**src/dis_map.svh**
```systemverilog
/*
  Register offsets, field positions and reset values of the DMA
  index, sync and interrupt block. Assumes a 32-bit APB with byte
  addresses; registers are 16 bits wide in the low half of a word.
*/
`ifndef DIS_MAP_SVH
`define DIS_MAP_SVH

// global registers
`define DIS_OFS_PRIO      8'h00
`define DIS_OFS_EIDX0     8'h04
`define DIS_OFS_EIDX1     8'h08
`define DIS_OFS_FIDX0     8'h0C
`define DIS_OFS_FIDX1     8'h10
`define DIS_OFS_STAT      8'h14
`define DIS_OFS_MASK      8'h18

// channel windows: base plus channel times stride
`define DIS_CH_BASE       8'h40
`define DIS_CH_SHIFT      5
`define DIS_CH_COUNT      6
`define DIS_CH_MODE       5'h00
`define DIS_CH_SYNC       5'h04
`define DIS_CH_SRC        5'h08
`define DIS_CH_DST        5'h0C
`define DIS_CH_CNT        5'h10

// field positions
`define DIS_PRIO_ROUTE_HI 7
`define DIS_PRIO_ROUTE_LO 6
`define DIS_MODE_ABU      12
`define DIS_MODE_INTERRUPT_MODE_BIT     11
`define DIS_MODE_CHANNEL_INTERRUPT_ENABLE     10
`define DIS_MODE_SRCSEL   1
`define DIS_MODE_DSTSEL   0
`define DIS_SYNC_HI       15
`define DIS_SYNC_LO       12

// routing codes and reset values
`define DIS_ROUTE_SERIAL  2'h0
`define DIS_ROUTE_PART    2'h1
`define DIS_ROUTE_ALL     2'h2
`define DIS_RST_WORD      16'h0000
`define DIS_SYNC_NONE     4'h0
`define DIS_SYNC_RSVD     4'hF

`endif

```
**src/dis_pkg.sv**
```systemverilog
/*
  Types shared by the DMA index, sync and interrupt block.
  Assumes dis_map.svh supplies the numeric constants.
*/
package dis_pkg;

  // serial port interrupts, or what replaces them on the shared lines
  typedef struct packed {
    logic rx2;
    logic tx2;
    logic rx1;
    logic tx1;
  } dis_port_irq_t;

  // decoded channel transfer mode control
  typedef struct packed {
    logic autobuffering_mode;
    logic interrupt_mode_bit;
    logic channel_interrupt_enable;
    logic srcSel;
    logic dstSel;
  } dis_mode_t;

endpackage

```
**src/dis_dma_index_sync.sv**
```systemverilog
/*
  Six-channel DMA index, sync event and interrupt routing block with
  an APB register slave. Assumes sync events and serial port
  interrupts come from logic on clk; resetn is asynchronous.
*/
`timescale 1ns/1ps
`include "dis_map.svh"
// Behaviour
// source and destination each pick their own element/frame index pair
// mid-frame transfers add the chosen element index to the address
// last transfer of a frame adds the chosen frame index instead
// autobuffer interrupts at full, or half and full when mode bit set
// multiframe, mode bit clear: interrupt only when block completes
// multiframe, mode bit set: interrupt every frame end and block end
// interrupt enable clear suppresses all channel interrupts
// sync code 0 free-runs; 1 to 6 pick serial port events
// sync codes 7 to 12 pick the A-bis serial events
// code 13 timer, 14 external interrupt 3, 15 reserved
// each of six channels has an interrupt; 0-3 share serial lines
// routing select resets to 00, shared lines carry serial interrupts
// 01 routes channels 2,3; 10 routes channels 0 to 3
// element counter decrements per transfer and marks the frame end
// 8-bit frame counter decrements at frame end; zero means one frame
// reserved routing code keeps the shared lines on serial sources
module dis_dma_index_sync #(
  parameter int AW = 16
) (
  input  wire logic                  clk,
  input  wire logic                  resetn,
  input  wire logic                  psel,
  input  wire logic                  penable,
  input  wire logic                  pwrite,
  input  wire logic [7:0]            paddr,
  input  wire logic [31:0]           pwdata,
  output logic [31:0]                prdata,
  output logic                       pready,
  output logic                       pslverr,
  output logic                       irq,
  input  wire logic [13:0]           syncEvents,
  input  wire dis_pkg::dis_port_irq_t serialIrq,
  output dis_pkg::dis_port_irq_t     cpuIrqShared,
  output logic [1:0]                 cpuIrqChan45
);

  localparam int NCH = `DIS_CH_COUNT;

  // reset release through two flip-flops
  logic [1:0] rstPipe;
  wire        rstn = rstPipe[1];
  always_ff @(posedge clk or negedge resetn) begin
    if (!resetn) rstPipe <= 2'b00;
    else rstPipe <= {rstPipe[0], 1'b1};
  end

  // global registers
  logic [15:0]    prio;
  logic [AW-1:0]  elemIdx0;
  logic [AW-1:0]  elemIdx1;
  logic [AW-1:0]  frmIdx0;
  logic [AW-1:0]  frmIdx1;
  logic [NCH-1:0] irqStat;
  logic [NCH-1:0] irqMask;
  logic [15:0]    modeReg [NCH];
  logic [3:0]     syncReg [NCH];

  // channel state read back
  logic [AW-1:0]  srcA  [NCH];
  logic [AW-1:0]  dstA  [NCH];
  logic [15:0]    cntA  [NCH];
  logic [7:0]     frmA  [NCH];
  logic [NCH-1:0] chIrq;
  logic [NCH-1:0] chDone;

  // APB phase decode
  wire        access = psel & penable;
  wire        doIt   = access & pready;
  wire        wrEn   = doIt & pwrite;
  wire [15:0] wd     = pwdata[15:0];
  logic [15:0] rdWord;

  // channel window decode
  wire        inCh   = paddr >= `DIS_CH_BASE;
  wire [7:0]  chRel  = paddr - `DIS_CH_BASE;
  wire [2:0]  chNum  = chRel[7:`DIS_CH_SHIFT];
  wire [4:0]  chOfs  = chRel[`DIS_CH_SHIFT-1:0];
  wire        chOk   = inCh & (chNum < 3'(NCH)) &
                       (chOfs <= `DIS_CH_CNT) & (chOfs[1:0] == 2'b00);
  wire        glOk   = ~inCh & (paddr <= `DIS_OFS_MASK) &
                       (paddr[1:0] == 2'b00);
  wire        mapped = chOk | glOk;

  // write strobes for global registers
  wire wrPrio = wrEn & ~inCh & (paddr == `DIS_OFS_PRIO);
  wire wrE0   = wrEn & ~inCh & (paddr == `DIS_OFS_EIDX0);
  wire wrE1   = wrEn & ~inCh & (paddr == `DIS_OFS_EIDX1);
  wire wrF0   = wrEn & ~inCh & (paddr == `DIS_OFS_FIDX0);
  wire wrF1   = wrEn & ~inCh & (paddr == `DIS_OFS_FIDX1);
  wire wrStat = wrEn & ~inCh & (paddr == `DIS_OFS_STAT);
  wire wrMask = wrEn & ~inCh & (paddr == `DIS_OFS_MASK);

  // routing select field
  wire [1:0] route = prio[`DIS_PRIO_ROUTE_HI:`DIS_PRIO_ROUTE_LO];

  // APB answer: one wait state, then ready with data or error
  always_ff @(posedge clk or negedge rstn) begin
    if (!rstn) begin
      pready  <= 1'b0;
      pslverr <= 1'b0;
      prdata  <= '0;
    end else begin
      pready  <= access & ~pready;
      pslverr <= access & ~pready & ~mapped;
      prdata  <= (access & ~pready & ~pwrite) ? {16'h0000, rdWord}
                                              : '0;
    end
  end

  // read data selection
  always_comb begin
    rdWord = 16'h0000;
    if (chOk) begin
      case (chOfs)
        `DIS_CH_MODE: rdWord = modeReg[chNum];
        `DIS_CH_SYNC: rdWord = {syncReg[chNum], 4'h0, frmA[chNum]};
        `DIS_CH_SRC:  rdWord = 16'(srcA[chNum]);
        `DIS_CH_DST:  rdWord = 16'(dstA[chNum]);
        `DIS_CH_CNT:  rdWord = cntA[chNum];
        default:      rdWord = 16'h0000;
      endcase
    end else if (glOk) begin
      case (paddr)
        `DIS_OFS_PRIO:  rdWord = prio;
        `DIS_OFS_EIDX0: rdWord = 16'(elemIdx0);
        `DIS_OFS_EIDX1: rdWord = 16'(elemIdx1);
        `DIS_OFS_FIDX0: rdWord = 16'(frmIdx0);
        `DIS_OFS_FIDX1: rdWord = 16'(frmIdx1);
        `DIS_OFS_STAT:  rdWord = 16'(irqStat);
        `DIS_OFS_MASK:  rdWord = 16'(irqMask);
        default:        rdWord = 16'h0000;
      endcase
    end
  end

  // channel enables clear themselves when a block completes
  wire [NCH-1:0] next_enable =
    (wrPrio ? wd[NCH-1:0] : prio[NCH-1:0]) & ~chDone;

  // priority/enable register, routing resets to serial
  always_ff @(posedge clk or negedge rstn) begin
    if (!rstn) prio <= `DIS_RST_WORD;
    else prio <= {(wrPrio ? wd[15:NCH] : prio[15:NCH]), next_enable};
  end

  // index registers
  always_ff @(posedge clk or negedge rstn) begin
    if (!rstn) begin
      elemIdx0 <= '0;
      elemIdx1 <= '0;
      frmIdx0  <= '0;
      frmIdx1  <= '0;
    end else begin
      if (wrE0) elemIdx0 <= wd[AW-1:0];
      if (wrE1) elemIdx1 <= wd[AW-1:0];
      if (wrF0) frmIdx0  <= wd[AW-1:0];
      if (wrF1) frmIdx1  <= wd[AW-1:0];
    end
  end

  // sticky status, write one to clear, a new event wins
  always_ff @(posedge clk or negedge rstn) begin
    if (!rstn) begin
      irqStat <= '0;
      irqMask <= '0;
      irq     <= 1'b0;
    end else begin
      irqStat <= (irqStat & ~(wrStat ? wd[NCH-1:0] : '0)) | chIrq;
      if (wrMask) irqMask <= wd[NCH-1:0];
      irq <= |(irqStat & irqMask);
    end
  end

  // per-channel mode, sync selector and channel core
  genvar g;
  generate
    for (g = 0; g < NCH; g++) begin : gCh
      wire hit = wrEn & chOk & (chNum == 3'(g));
      wire [3:0] wrSel = {hit & (chOfs == `DIS_CH_SYNC),
                          hit & (chOfs == `DIS_CH_CNT),
                          hit & (chOfs == `DIS_CH_DST),
                          hit & (chOfs == `DIS_CH_SRC)};
      dis_pkg::dis_mode_t mode;
      assign mode = {modeReg[g][`DIS_MODE_ABU],
                     modeReg[g][`DIS_MODE_INTERRUPT_MODE_BIT],
                     modeReg[g][`DIS_MODE_CHANNEL_INTERRUPT_ENABLE],
                     modeReg[g][`DIS_MODE_SRCSEL],
                     modeReg[g][`DIS_MODE_DSTSEL]};

      always_ff @(posedge clk or negedge rstn) begin
        if (!rstn) begin
          modeReg[g] <= `DIS_RST_WORD;
          syncReg[g] <= `DIS_SYNC_NONE;
        end else begin
          if (hit && chOfs == `DIS_CH_MODE) modeReg[g] <= wd;
          if (wrSel[3])
            syncReg[g] <= wd[`DIS_SYNC_HI:`DIS_SYNC_LO];
        end
      end

      dis_channel #(.AW(AW)) uCh (
        .clk        (clk),
        .rstn       (rstn),
        .enable     (prio[g]),
        .mode       (mode),
        .syncSel    (syncReg[g]),
        .events     (syncEvents),
        .elemIdx0   (elemIdx0),
        .elemIdx1   (elemIdx1),
        .frmIdx0    (frmIdx0),
        .frmIdx1    (frmIdx1),
        .wrSel      (wrSel),
        .wdata      (wd),
        .srcAddr    (srcA[g]),
        .dstAddr    (dstA[g]),
        .elemCount  (cntA[g]),
        .frameCount (frmA[g]),
        .irqPulse   (chIrq[g]),
        .blockDone  (chDone[g])
      );
    end
  endgenerate

  // shared CPU lines; reserved code stays on serial sources
  dis_pkg::dis_port_irq_t next_shared;
  always_comb begin
    case (route)
      `DIS_ROUTE_PART: next_shared = {serialIrq.rx2, serialIrq.tx2,
                                      chIrq[2], chIrq[3]};
      `DIS_ROUTE_ALL:  next_shared = {chIrq[0], chIrq[1],
                                      chIrq[2], chIrq[3]};
      default:         next_shared = serialIrq;
    endcase
  end

  // registered interrupt outputs
  always_ff @(posedge clk or negedge rstn) begin
    if (!rstn) begin
      cpuIrqShared <= '0;
      cpuIrqChan45 <= 2'b00;
    end else begin
      cpuIrqShared <= next_shared;
      cpuIrqChan45 <= chIrq[5:4];
    end
  end
endmodule

```
**src/dis_channel.sv**
```systemverilog
/*
  One DMA channel: address indexing, element and frame counting,
  sync event choice and interrupt pulse. Assumes events come from
  logic on the same clock and reset is already synchronised.
*/
`timescale 1ns/1ps
`include "dis_map.svh"
module dis_channel #(
  parameter int AW = 16
) (
  input  wire logic              clk,
  input  wire logic              rstn,
  input  wire logic              enable,
  input  wire dis_pkg::dis_mode_t mode,
  input  wire logic [3:0]        syncSel,
  input  wire logic [13:0]       events,
  input  wire logic [AW-1:0]     elemIdx0,
  input  wire logic [AW-1:0]     elemIdx1,
  input  wire logic [AW-1:0]     frmIdx0,
  input  wire logic [AW-1:0]     frmIdx1,
  input  wire logic [3:0]        wrSel,
  input  wire logic [15:0]       wdata,
  output logic [AW-1:0]          srcAddr,
  output logic [AW-1:0]          dstAddr,
  output logic [15:0]            elemCount,
  output logic [7:0]             frameCount,
  output logic                   irqPulse,
  output logic                   blockDone
);

  // event selected by the sync code; 0 free-runs, 15 never fires
  function automatic logic pickEvt(input logic [3:0] s,
                                   input logic [13:0] e);
    case (s)
      `DIS_SYNC_NONE: pickEvt = 1'b1;
      `DIS_SYNC_RSVD: pickEvt = 1'b0;
      default:        pickEvt = e[s - 4'h1];
    endcase
  endfunction

  logic [15:0] reload;
  wire         anyWr    = |wrSel;
  // a finished block stops the channel before its enable bit clears
  wire         step     = enable & ~blockDone & ~anyWr &
                          pickEvt(syncSel, events);
  wire         lastElem = (elemCount == 16'h0000);
  wire         lastBlk  = lastElem & (frameCount == 8'h00);
  wire         halfHit  = ~lastElem &
                          ((elemCount - 16'h0001) == {1'b0, reload[15:1]});
  // index choice: element index mid-frame, frame index at the end
  wire [AW-1:0] srcStep = lastElem ? (mode.srcSel ? frmIdx1 : frmIdx0)
                                   : (mode.srcSel ? elemIdx1 : elemIdx0);
  wire [AW-1:0] dstStep = lastElem ? (mode.dstSel ? frmIdx1 : frmIdx0)
                                   : (mode.dstSel ? elemIdx1 : elemIdx0);
  wire irqHit = mode.channel_interrupt_enable & (mode.autobuffering_mode
                ? (lastElem | (mode.interrupt_mode_bit & halfHit))
                : (lastElem & (mode.interrupt_mode_bit | lastBlk)));

  // address update after each element transfer, software write wins
  always_ff @(posedge clk or negedge rstn) begin
    if (!rstn) begin
      srcAddr <= '0;
      dstAddr <= '0;
    end else begin
      if (wrSel[0]) srcAddr <= wdata[AW-1:0];
      else if (step) srcAddr <= srcAddr + srcStep;
      if (wrSel[1]) dstAddr <= wdata[AW-1:0];
      else if (step) dstAddr <= dstAddr + dstStep;
    end
  end

  // element and frame counters
  always_ff @(posedge clk or negedge rstn) begin
    if (!rstn) begin
      elemCount  <= `DIS_RST_WORD;
      reload     <= `DIS_RST_WORD;
      frameCount <= 8'h00;
    end else if (wrSel[2]) begin
      elemCount <= wdata;
      reload    <= wdata;
    end else if (wrSel[3]) begin
      frameCount <= wdata[7:0];
    end else if (step) begin
      if (!lastElem) elemCount <= elemCount - 16'h0001;
      else elemCount <= reload;
      if (lastElem && !mode.autobuffering_mode && frameCount != 8'h00)
        frameCount <= frameCount - 8'h01;
    end
  end

  // interrupt pulse and block completion
  always_ff @(posedge clk or negedge rstn) begin
    if (!rstn) begin
      irqPulse  <= 1'b0;
      blockDone <= 1'b0;
    end else begin
      irqPulse  <= step & irqHit;
      blockDone <= step & lastBlk & ~mode.autobuffering_mode;
    end
  end
endmodule

```
**config.mk**
```make
export PLATFORM = sky130hd
export DESIGN_NAME = dis_dma_index_sync
export DESIGN_NICKNAME = d
export VERILOG_FILES = /design/src/dis_pkg.sv /design/src/dis_dma_index_sync.sv /design/src/dis_channel.sv
export VERILOG_INCLUDE_DIRS = /design/src
export SDC_FILE = /design/constraint.sdc
export NUM_CORES = 2
export LEC_CHECK = 0
export ABC_AREA = 1
export BUFFER_PORTS_ARGS = -buffer_cell sky130_fd_sc_hd__buf_2
export CORE_ASPECT_RATIO = 1.2
export CORE_MARGIN = 1
export CORE_UTILIZATION = 40
export DETAILED_ROUTE_END_ITERATION = 10
export MAX_ROUTING_LAYER = met4
export SETUP_SLACK_MARGIN = 0.05
export SYNTH_ARGS = -nofsm -noshare
export SYNTH_HDL_FRONTEND = slang
export SYNTH_SLANG_ARGS = --single-unit
```
**constraint.sdc**
```tcl
create_clock -name clk -period 27.9 [get_ports clk]
set_input_delay 2.79 -clock clk [delete_from_list [all_inputs] [get_ports clk]]
set_output_delay 2.79 -clock clk [all_outputs]
set_load 0.02 [all_outputs]
```
* Word-level counts from Yosys, hierarchy flattened *
Index checks and enable logic that the tools add are counted.

word-level totals
  flip-flop bits (word level) = 683
  input bits = 63
  output and inout port bits = 41
  logic and storage cells = 573

operators by class
  $add $sub $neg = 31
  $lt $le $gt $ge = 11
  equal/unequal tests = 35
  mux-type cells = 152
  bitwise logic cells = 170
  reductions and logical operators = 102

operators by type and width
  operator                                                                      number
  16-bit 2-to-1 mux                                                             95
  16-bit adder                                                                  12
  16-bit binary-select mux with 3-bit select                                    4
  8-bit 2-to-1 mux                                                              20
  1-bit bitwise AND                                                             116
  16-bit one-hot mux with 7 select lines                                        1
  16-bit by 15-bit == test with 1-bit output                                    6
  16-bit logical NOT                                                            6
  16-bit by 1-bit subtractor with 16-bit output, second input constant          6
  16-bit one-hot mux with 5 select lines                                        1
  2-bit nonzero test                                                            30
  8-bit logical NOT                                                             7
  8-bit nonzero test                                                            6
  8-bit by 1-bit subtractor with 8-bit output, second input constant            6
  1-bit NOT                                                                     34
  4-bit by 5-bit less-than comparator with 1-bit output, second input constant  6
  1-bit binary-select mux with 4-bit select                                     6
  8-bit binary-select mux with 3-bit select                                     1
  4-bit == test, second input constant                                          6
  8-bit by 5-bit == test with 1-bit output, second input constant               3
  4-bit logical NOT                                                             6
  4-bit OR reduction                                                            6
  4-bit by 1-bit subtractor with 4-bit output, second input constant            6
  6-bit bitwise AND                                                             3
  other kinds (35)                                                              108

* Logic depth before layout (Yosys ltp) *
  word-level depth = 15
  mapped depth = 24
  gate-level depth less buffers = 21

* Cells and area by module *
Synthesis repeated with hierarchy kept, for this count alone.

second synthesis, totals
  cells, all modules = 8150
  area, all modules = 54768.8 um^2

by module, submodules not included
  module                         times used  cells an instance  area an instance (um^2)  sequential area each (um^2)
  dis_channel at gCh[3].uCh ...  3           985                6832.8                   1851.8
  dis_channel at gCh[0].uCh ...  2           1106               6934.2                   1851.8
  dis_dma_index_sync             1           1933               13553.0                  5980.7
  dis_channel at gCh[2].uCh      1           1050               6849.1                   1851.8

* Worst setup path after synthesis *
Ideal clock, no wire load.

  kind = input-to-reg
  start point = input port paddr[6]
  end point = register prdata[13]
  library setup time = 0.122 ns
  data arrival time = 4.805 ns
  path slack = 22.972 ns
  stages on the path = 14
  cell sequence = clkbuf_1 -> inv_1 -> ha_1 -> buf_2 -> nor2_1 -> buf_2 -> inv_1 -> clkbuf_1 -> clkbuf_1 -> o21ai_0 -> o21ai_0 -> nand2_1 -> nor2_1 -> a21oi_1

on the way
  cells in the longest elaborated chain, start to end = 8
  elaborated cells on any way between the ends = 38
  classes of those cells = add/sub (1); order compare (3); eq/ne (6); mux (20); bitwise (7); reduce/logical (1)

ends and longest elaborated chain
  element                                                                              RTL line                   source
  start, declared                                                                      dis_dma_index_sync.sv:33   input wire logic [7:0] paddr,
  8-bit by 7-bit subtractor with 8-bit output (no line)                                n/a
  3-bit NOT with 4-bit output (not written as such)                                    n/a
  16-bit binary-select mux with 3-bit select, or another cell as far along             dis_dma_index_sync.sv:127  `DIS_CH_CNT: rdWord = cntA[chNum];
  16-bit 2-to-1 mux (not written as such), or another cell as far along (2 in series)  dis_dma_index_sync.sv:127
  16-bit one-hot mux with 5 select lines                                               dis_dma_index_sync.sv:122  case (chOfs)
  16-bit 2-to-1 mux (*)                                                                dis_dma_index_sync.sv:121  if (chOk) begin
  16-bit 2-to-1 mux (*)                                                                dis_dma_index_sync.sv:113  prdata <= (access & ~pready & ~pwrite) ? {16'h0000, rdWord}
  end signal, assigned                                                                 dis_dma_index_sync.sv:113
  end, declared                                                                        dis_dma_index_sync.sv:35   output logic [31:0] prdata,

Mark *: on every way between the ends. The rest lies on a longest branch, timed or not. The select of a mux whose other input is x is not followed.
A chain may end at the register's enable or synchronous reset.

* Final worst setup path *
  start point = input port paddr[5]
  end point = register gCh[4].uCh.elemCount[14]

on the way
  cells in the longest elaborated chain, start to end = 14
  elaborated cells on any way between the ends = 21
  classes of those cells = add/sub (1); order compare (2); eq/ne (2); mux (1); bitwise (12); reduce/logical (3)

ends and longest elaborated chain
  element                                                RTL line                   source
  8-bit by 7-bit subtractor with 8-bit output (no line)  n/a
  3-bit less-than comparator                             dis_dma_index_sync.sv:86   wire chOk = inCh & (chNum < 3'(NCH)) &
  1-bit bitwise AND (3 in series)                        dis_dma_index_sync.sv:86
  1-bit bitwise AND                                      dis_dma_index_sync.sv:186  wire hit = wrEn & chOk & (chNum == 3'(g));
  1-bit bitwise AND (*)                                  dis_dma_index_sync.sv:186
  1-bit bitwise AND, on equally long branches            n/a
  4-bit OR reduction                                     dis_channel.sv:42          wire anyWr = |wrSel;
  1-bit NOT                                              dis_channel.sv:44          wire step = enable & ~blockDone & ~anyWr &
  1-bit bitwise AND (2 in series)                        dis_channel.sv:44
  2-bit nonzero test (no line)                           n/a
  2-bit AND reduction (no line)                          n/a
  end signal, assigned                                   dis_channel.sv:75          elemCount <= `DIS_RST_WORD;
  end signal, assigned                                   dis_channel.sv:79          elemCount <= wdata;
  end signal, assigned                                   dis_channel.sv:84          if (!lastElem) elemCount <= elemCount - 16'h0001;
  end, declared                                          dis_channel.sv:25          output logic [15:0] elemCount,

Mark *: on every way between the ends. The rest lies on a longest branch, timed or not.

==> impl_metrics.py <==
metrics = {
    "run_status": {
        "status": "completed",
    },
    "timing": {
        "setup_viol": 0,
        "drv_slew": 0,
        "period_minus_slack_ns": 6.56,
        "finalHoldViolations": 0,
        "tightest_slew_ns": 1.31,
        "slew_headroom_pct": 11.7,
        "min_period_over_period_pct": 23.5,
        "rsz0062_at_grt": "no",
        "hold-worst-slack_ns": 0.346,
        "fin_worst_skew_ns": 0.0368,
        "fin_ws_ns": 21.35,
        "fmax_ghz": 0.153,
        "final.setup.tns_ns": 0,
    },
    "logic_synthesis": {
        "ys_top_cells_by_area": "dfrtp_1 (31%), nand2_1 (16%), o21ai_0 (11%), nand3_1 (6.7%), inv_1 (5.9%)",
        "async_flop_share_pct": 100,
        "synth-simple-area-share_pct": 29.1,
        "synth-seq-area-share_pct": 31.4,
        "synth.avg_cell_area_um2": 6.51,
        "synth_top_family_by_area": "simple AND/OR/NAND/NOR gates",
        "synth_top_area_share_pct": 31.4,
        "postSynthCellCount": 8362,
        "synth-compound-area-share_pct": 21.3,
        "yosys.area_share.adder_pct": 5.36,
        "synth.distinct_cells": 60,
        "yosysWarnings": 0,
        "synth_edf_count": 0,
        "synth_flop_cell": "dfrtp_1",
        "synth_area_mm2": 0.0545,
        "synth_largest_area_cell": "dfrtp_1",
        "synth_mux_area_share_pct": 0.119,
        "synthXorXnorAreaFrac_pct": 2.88,
        "ys_seq_elements": 683,
    },
    "drt": {
        "drc_errors": 0,
        "wl_per_cell_um": 24.0,
        "firstDrtPassIters": 6,
        "routed_wl_um": 240000,
        "antenna_left": 0,
        "vias": 58500,
        "vias_per_cell": 5.84,
        "drt_iter0_markers": 7090,
    },
    "worst_setup_path": {
        "crit_buf_inv": 7,
        "startpoint_type": "input port",
        "critPathArrivalTime_ns": 7.16,
        "cp_slowest_cell": "nand2_1",
        "critPathCaptureType": "flop",
        "crit_path_max_fanout": 45,
        "critPathMostFrequentCell": "buf_4",
        "required_ns": 28.51,
        "critPathMaxStageDelay_ns": 0.69,
        "cp_top_family": "simple AND/OR/NAND/NOR gates",
        "cp_cell_sequence": "buf_2 > inv_2 > nand2_1 > buf_4 > nor2_4 > buf_4 > inv_2 > buf_4 > nor2_2 > nand2_2 > nand2_1 > nor2_1 > nand3_2 > buf_4 > nand2_1 > o21ai_0",
        "path_class": "input port to flop",
    },
    "clocking": {
        "cts_sinks": 683,
        "tritoncts": "done",
        "post_cts_resize_count": 0,
        "cts_max_path_buffers": 3,
        "cts_buffers": 85,
        "clockRootBuffer": "clkbuf_16",
        "htree_levels": 3,
        "postCtsSetupBuffers": 0,
        "clkTransAtPathRegs_ns": 0.06,
        "postCtsHoldBufs": 0,
        "insertion_delay_ns": 0.72,
    },
    "pwr": {
        "peakVddDrop_mv": 0.0466,
        "pwr-share-clk_pct": 33.4,
        "power_density_mw_per_mm2": 60.4,
        "p_comb_share_pct": 37.2,
        "p_switching_mw": 1.44,
        "p_leak_nw": 29.5,
        "switching_share_pct": 40.3,
        "p_seq_share_pct": 29.4,
        "power.internal_mw": 2.13,
    },
    "placed_design": {
        "io_buffers": 71,
        "place_ws_ns": 20.77,
        "place_congestion": 1.04,
        "dpl-instance-area_mm2": 0.0560,
        "hpwl_um": 172000,
    },
    "floorplan": {
        "die_y_um": 406,
        "io_pins": 104,
        "start_util_pct": 40.5,
        "die_w_um": 339,
        "design.die.area_mm2": 0.138,
        "fp-row-count": 147,
        "core_area_mm2": 0.134,
    },
    "finish": {
        "post-route-util_pct": 43.8,
        "finalInstanceArea_mm2": 0.0589,
        "fin_nets": 8434,
        "drive_above_1_share_pct": 5.24,
        "areaGrowthSynthToFinish_pct": 8.18,
    },
    "global_routing": {
        "grt_overflow": 0,
        "grt_usage_pct": 35.1,
        "antenna_found_initial": 8,
        "grt_pass1_wl_um": 351000,
        "grt_pass1_vias": 53200,
        "grt_max_degree": 143,
    },
    "worst_hold_path": {
        "min_path_type": "flop to flop",
    },
    "job": {
        "maxCapViolCount": 0,
    },
}
cell families after synthesis:
kind of cell | count (synthesis)
AO/OA/AOI/OAI | 2077
buffers and inverters | 1379
adder cells (fa/ha/maj) | 226
other | 2
XOR/XNOR | 176
AND/OR/NAND/NOR | 3813
multiplexers | 6
flip-flops | 683
path summary, 6_finish.rpt:
path,depth (start not counted),slack [ns],end,from
worst min-delay path,0,0.35,rstPipe[1]$_DFF_PN0_,rstPipe[0]$_DFF_PN0_
worst max-delay path,16,21.35,gCh[4].uCh.elemCount[14]$_DFFE_PN0P_,paddr[5]
min in group asynchronous,0,0.41,gCh[1].uCh.srcAddr[10]$_DFFE_PN0P_,rstPipe[1]$_DFF_PN0_
worst min register to register,0,0.35,rstPipe[1]$_DFF_PN0_,rstPipe[0]$_DFF_PN0_
max in group asynchronous,4,23.43,gCh[4].uCh.elemCount[11]$_DFFE_PN0P_,rstPipe[1]$_DFF_PN0_
worst max register to register,16,22.54,gCh[0].uCh.dstAddr[15]$_DFFE_PN0P_,gCh[0].uCh.elemCount[2]$_DFFE_PN0P_
power groups by stage:
stage | Sequential [mW] | Clock (mW) | Combinational [mW]
global route | 1.05 | 1.24 | 1.47
CTS | 1.05 | 1.20 | 1.30
floorplan | 1.07 | 0 | 0.931
detailed placement | 1.06 | 0 | 1.29
global placement | 1.06 | 0 | 1.28
finish | 1.05 | 1.19 | 1.33
flip-flops by register name (all words and copies together) (netlist names), 16 cells and up:
name and cells:
elemIdx0 16, elemIdx1 16, frmIdx0 16, frmIdx1 16
gCh.mode 30, gCh.uCh.dstAddr 96, gCh.uCh.elemCount 96, gCh.uCh.frameCount 48
gCh.uCh.reload 96, gCh.uCh.srcAddr 96, modeReg 66, prdata 16
prio 16, syncReg 24
layer usage:
| metal | track usage (%) | vias to the layer above | share of wire, % |
|---|---|---|---|
| met5 | - | - | 0 |
| met1 | 42.5 | 27600 | 39 |
| met4 | 26.4 | 0 | 8.6 |
| met2 | 52.9 | 2849 | 44 |
| li1 | - | 27300 | - |
| met3 | 5.28 | 712 | 8.4 |
area by class of cell:
class,instances,area [µm²]
flip-flops and latches,683,17100
repair buffers,177,1160
diodes,10,25.0
multi-input cells,6315,32200
well taps,1788,2240
clock buffers,119,2510
clock inverters,32,409
fillers,14100,75500
inverters,883,3310
placed cells by master, fill, tap and decap left out, drive strengths merged, types with 3 or more instances in the layout:
cell type,instances
nor4,21
a21o,27
xnor2,48
inv,876
o21a,6
mux2,4
buf,177
nor2,511
nand2,2373
clkinvlp,6
clkinv,27
nand3,743
a22oi,92
a31oi,19
xor2,126
o211ai,208
nand3b,25
and2,3
a21oi,305
nand4,61
diode,10
nor3,56
conb,17
ha,214
or2,16
o221ai,19
fa,12
o21ai,1249
dfrtp,683
o21bai,29
o22ai,94
clkbuf,119
a22o,16
bufinv,6
worst reg2reg max path, cell delays in order (launching register included):
cell and delay, ns:
dfrtp_1 0.43, nor2_1 0.47, nand2_1 0.10, nor2_1 0.74
nand2_2 0.65, o21ai_0 0.37, inv_1 0.07, ha_1 0.33
a21oi_1 0.14, nand2_1 0.10, a21oi_1 0.65, o21ai_0 0.32
nand2_1 0.12, nand2b_1 0.22, or2_2 0.37, nand3_1 0.07
nand3_1 0.07
through the flow:
step | total power, mW | std cells
floorplan | 2.00 | 8377
global placement | 2.35 | 9846
detailed placement | 2.36 | 9846
CTS | 3.55 | 9997
global route | 3.75 | 9998
finish | 3.56 | 10000
cell usage after synthesis (92+ instances only):
| cell | number |
|---|---|
| dfrtp_1 | 683 |
| xor2_1 | 126 |
| a22oi_1 | 92 |
| o211ai_1 | 208 |
| inv_1 | 858 |
| nor2_1 | 497 |
| o21ai_0 | 1177 |
| o22ai_1 | 94 |
| nand3_1 | 732 |
| ha_1 | 214 |
| nand2_1 | 2355 |
| a21oi_1 | 304 |
| clkbuf_1 | 392 |
(Power assumes the default switching activity.)
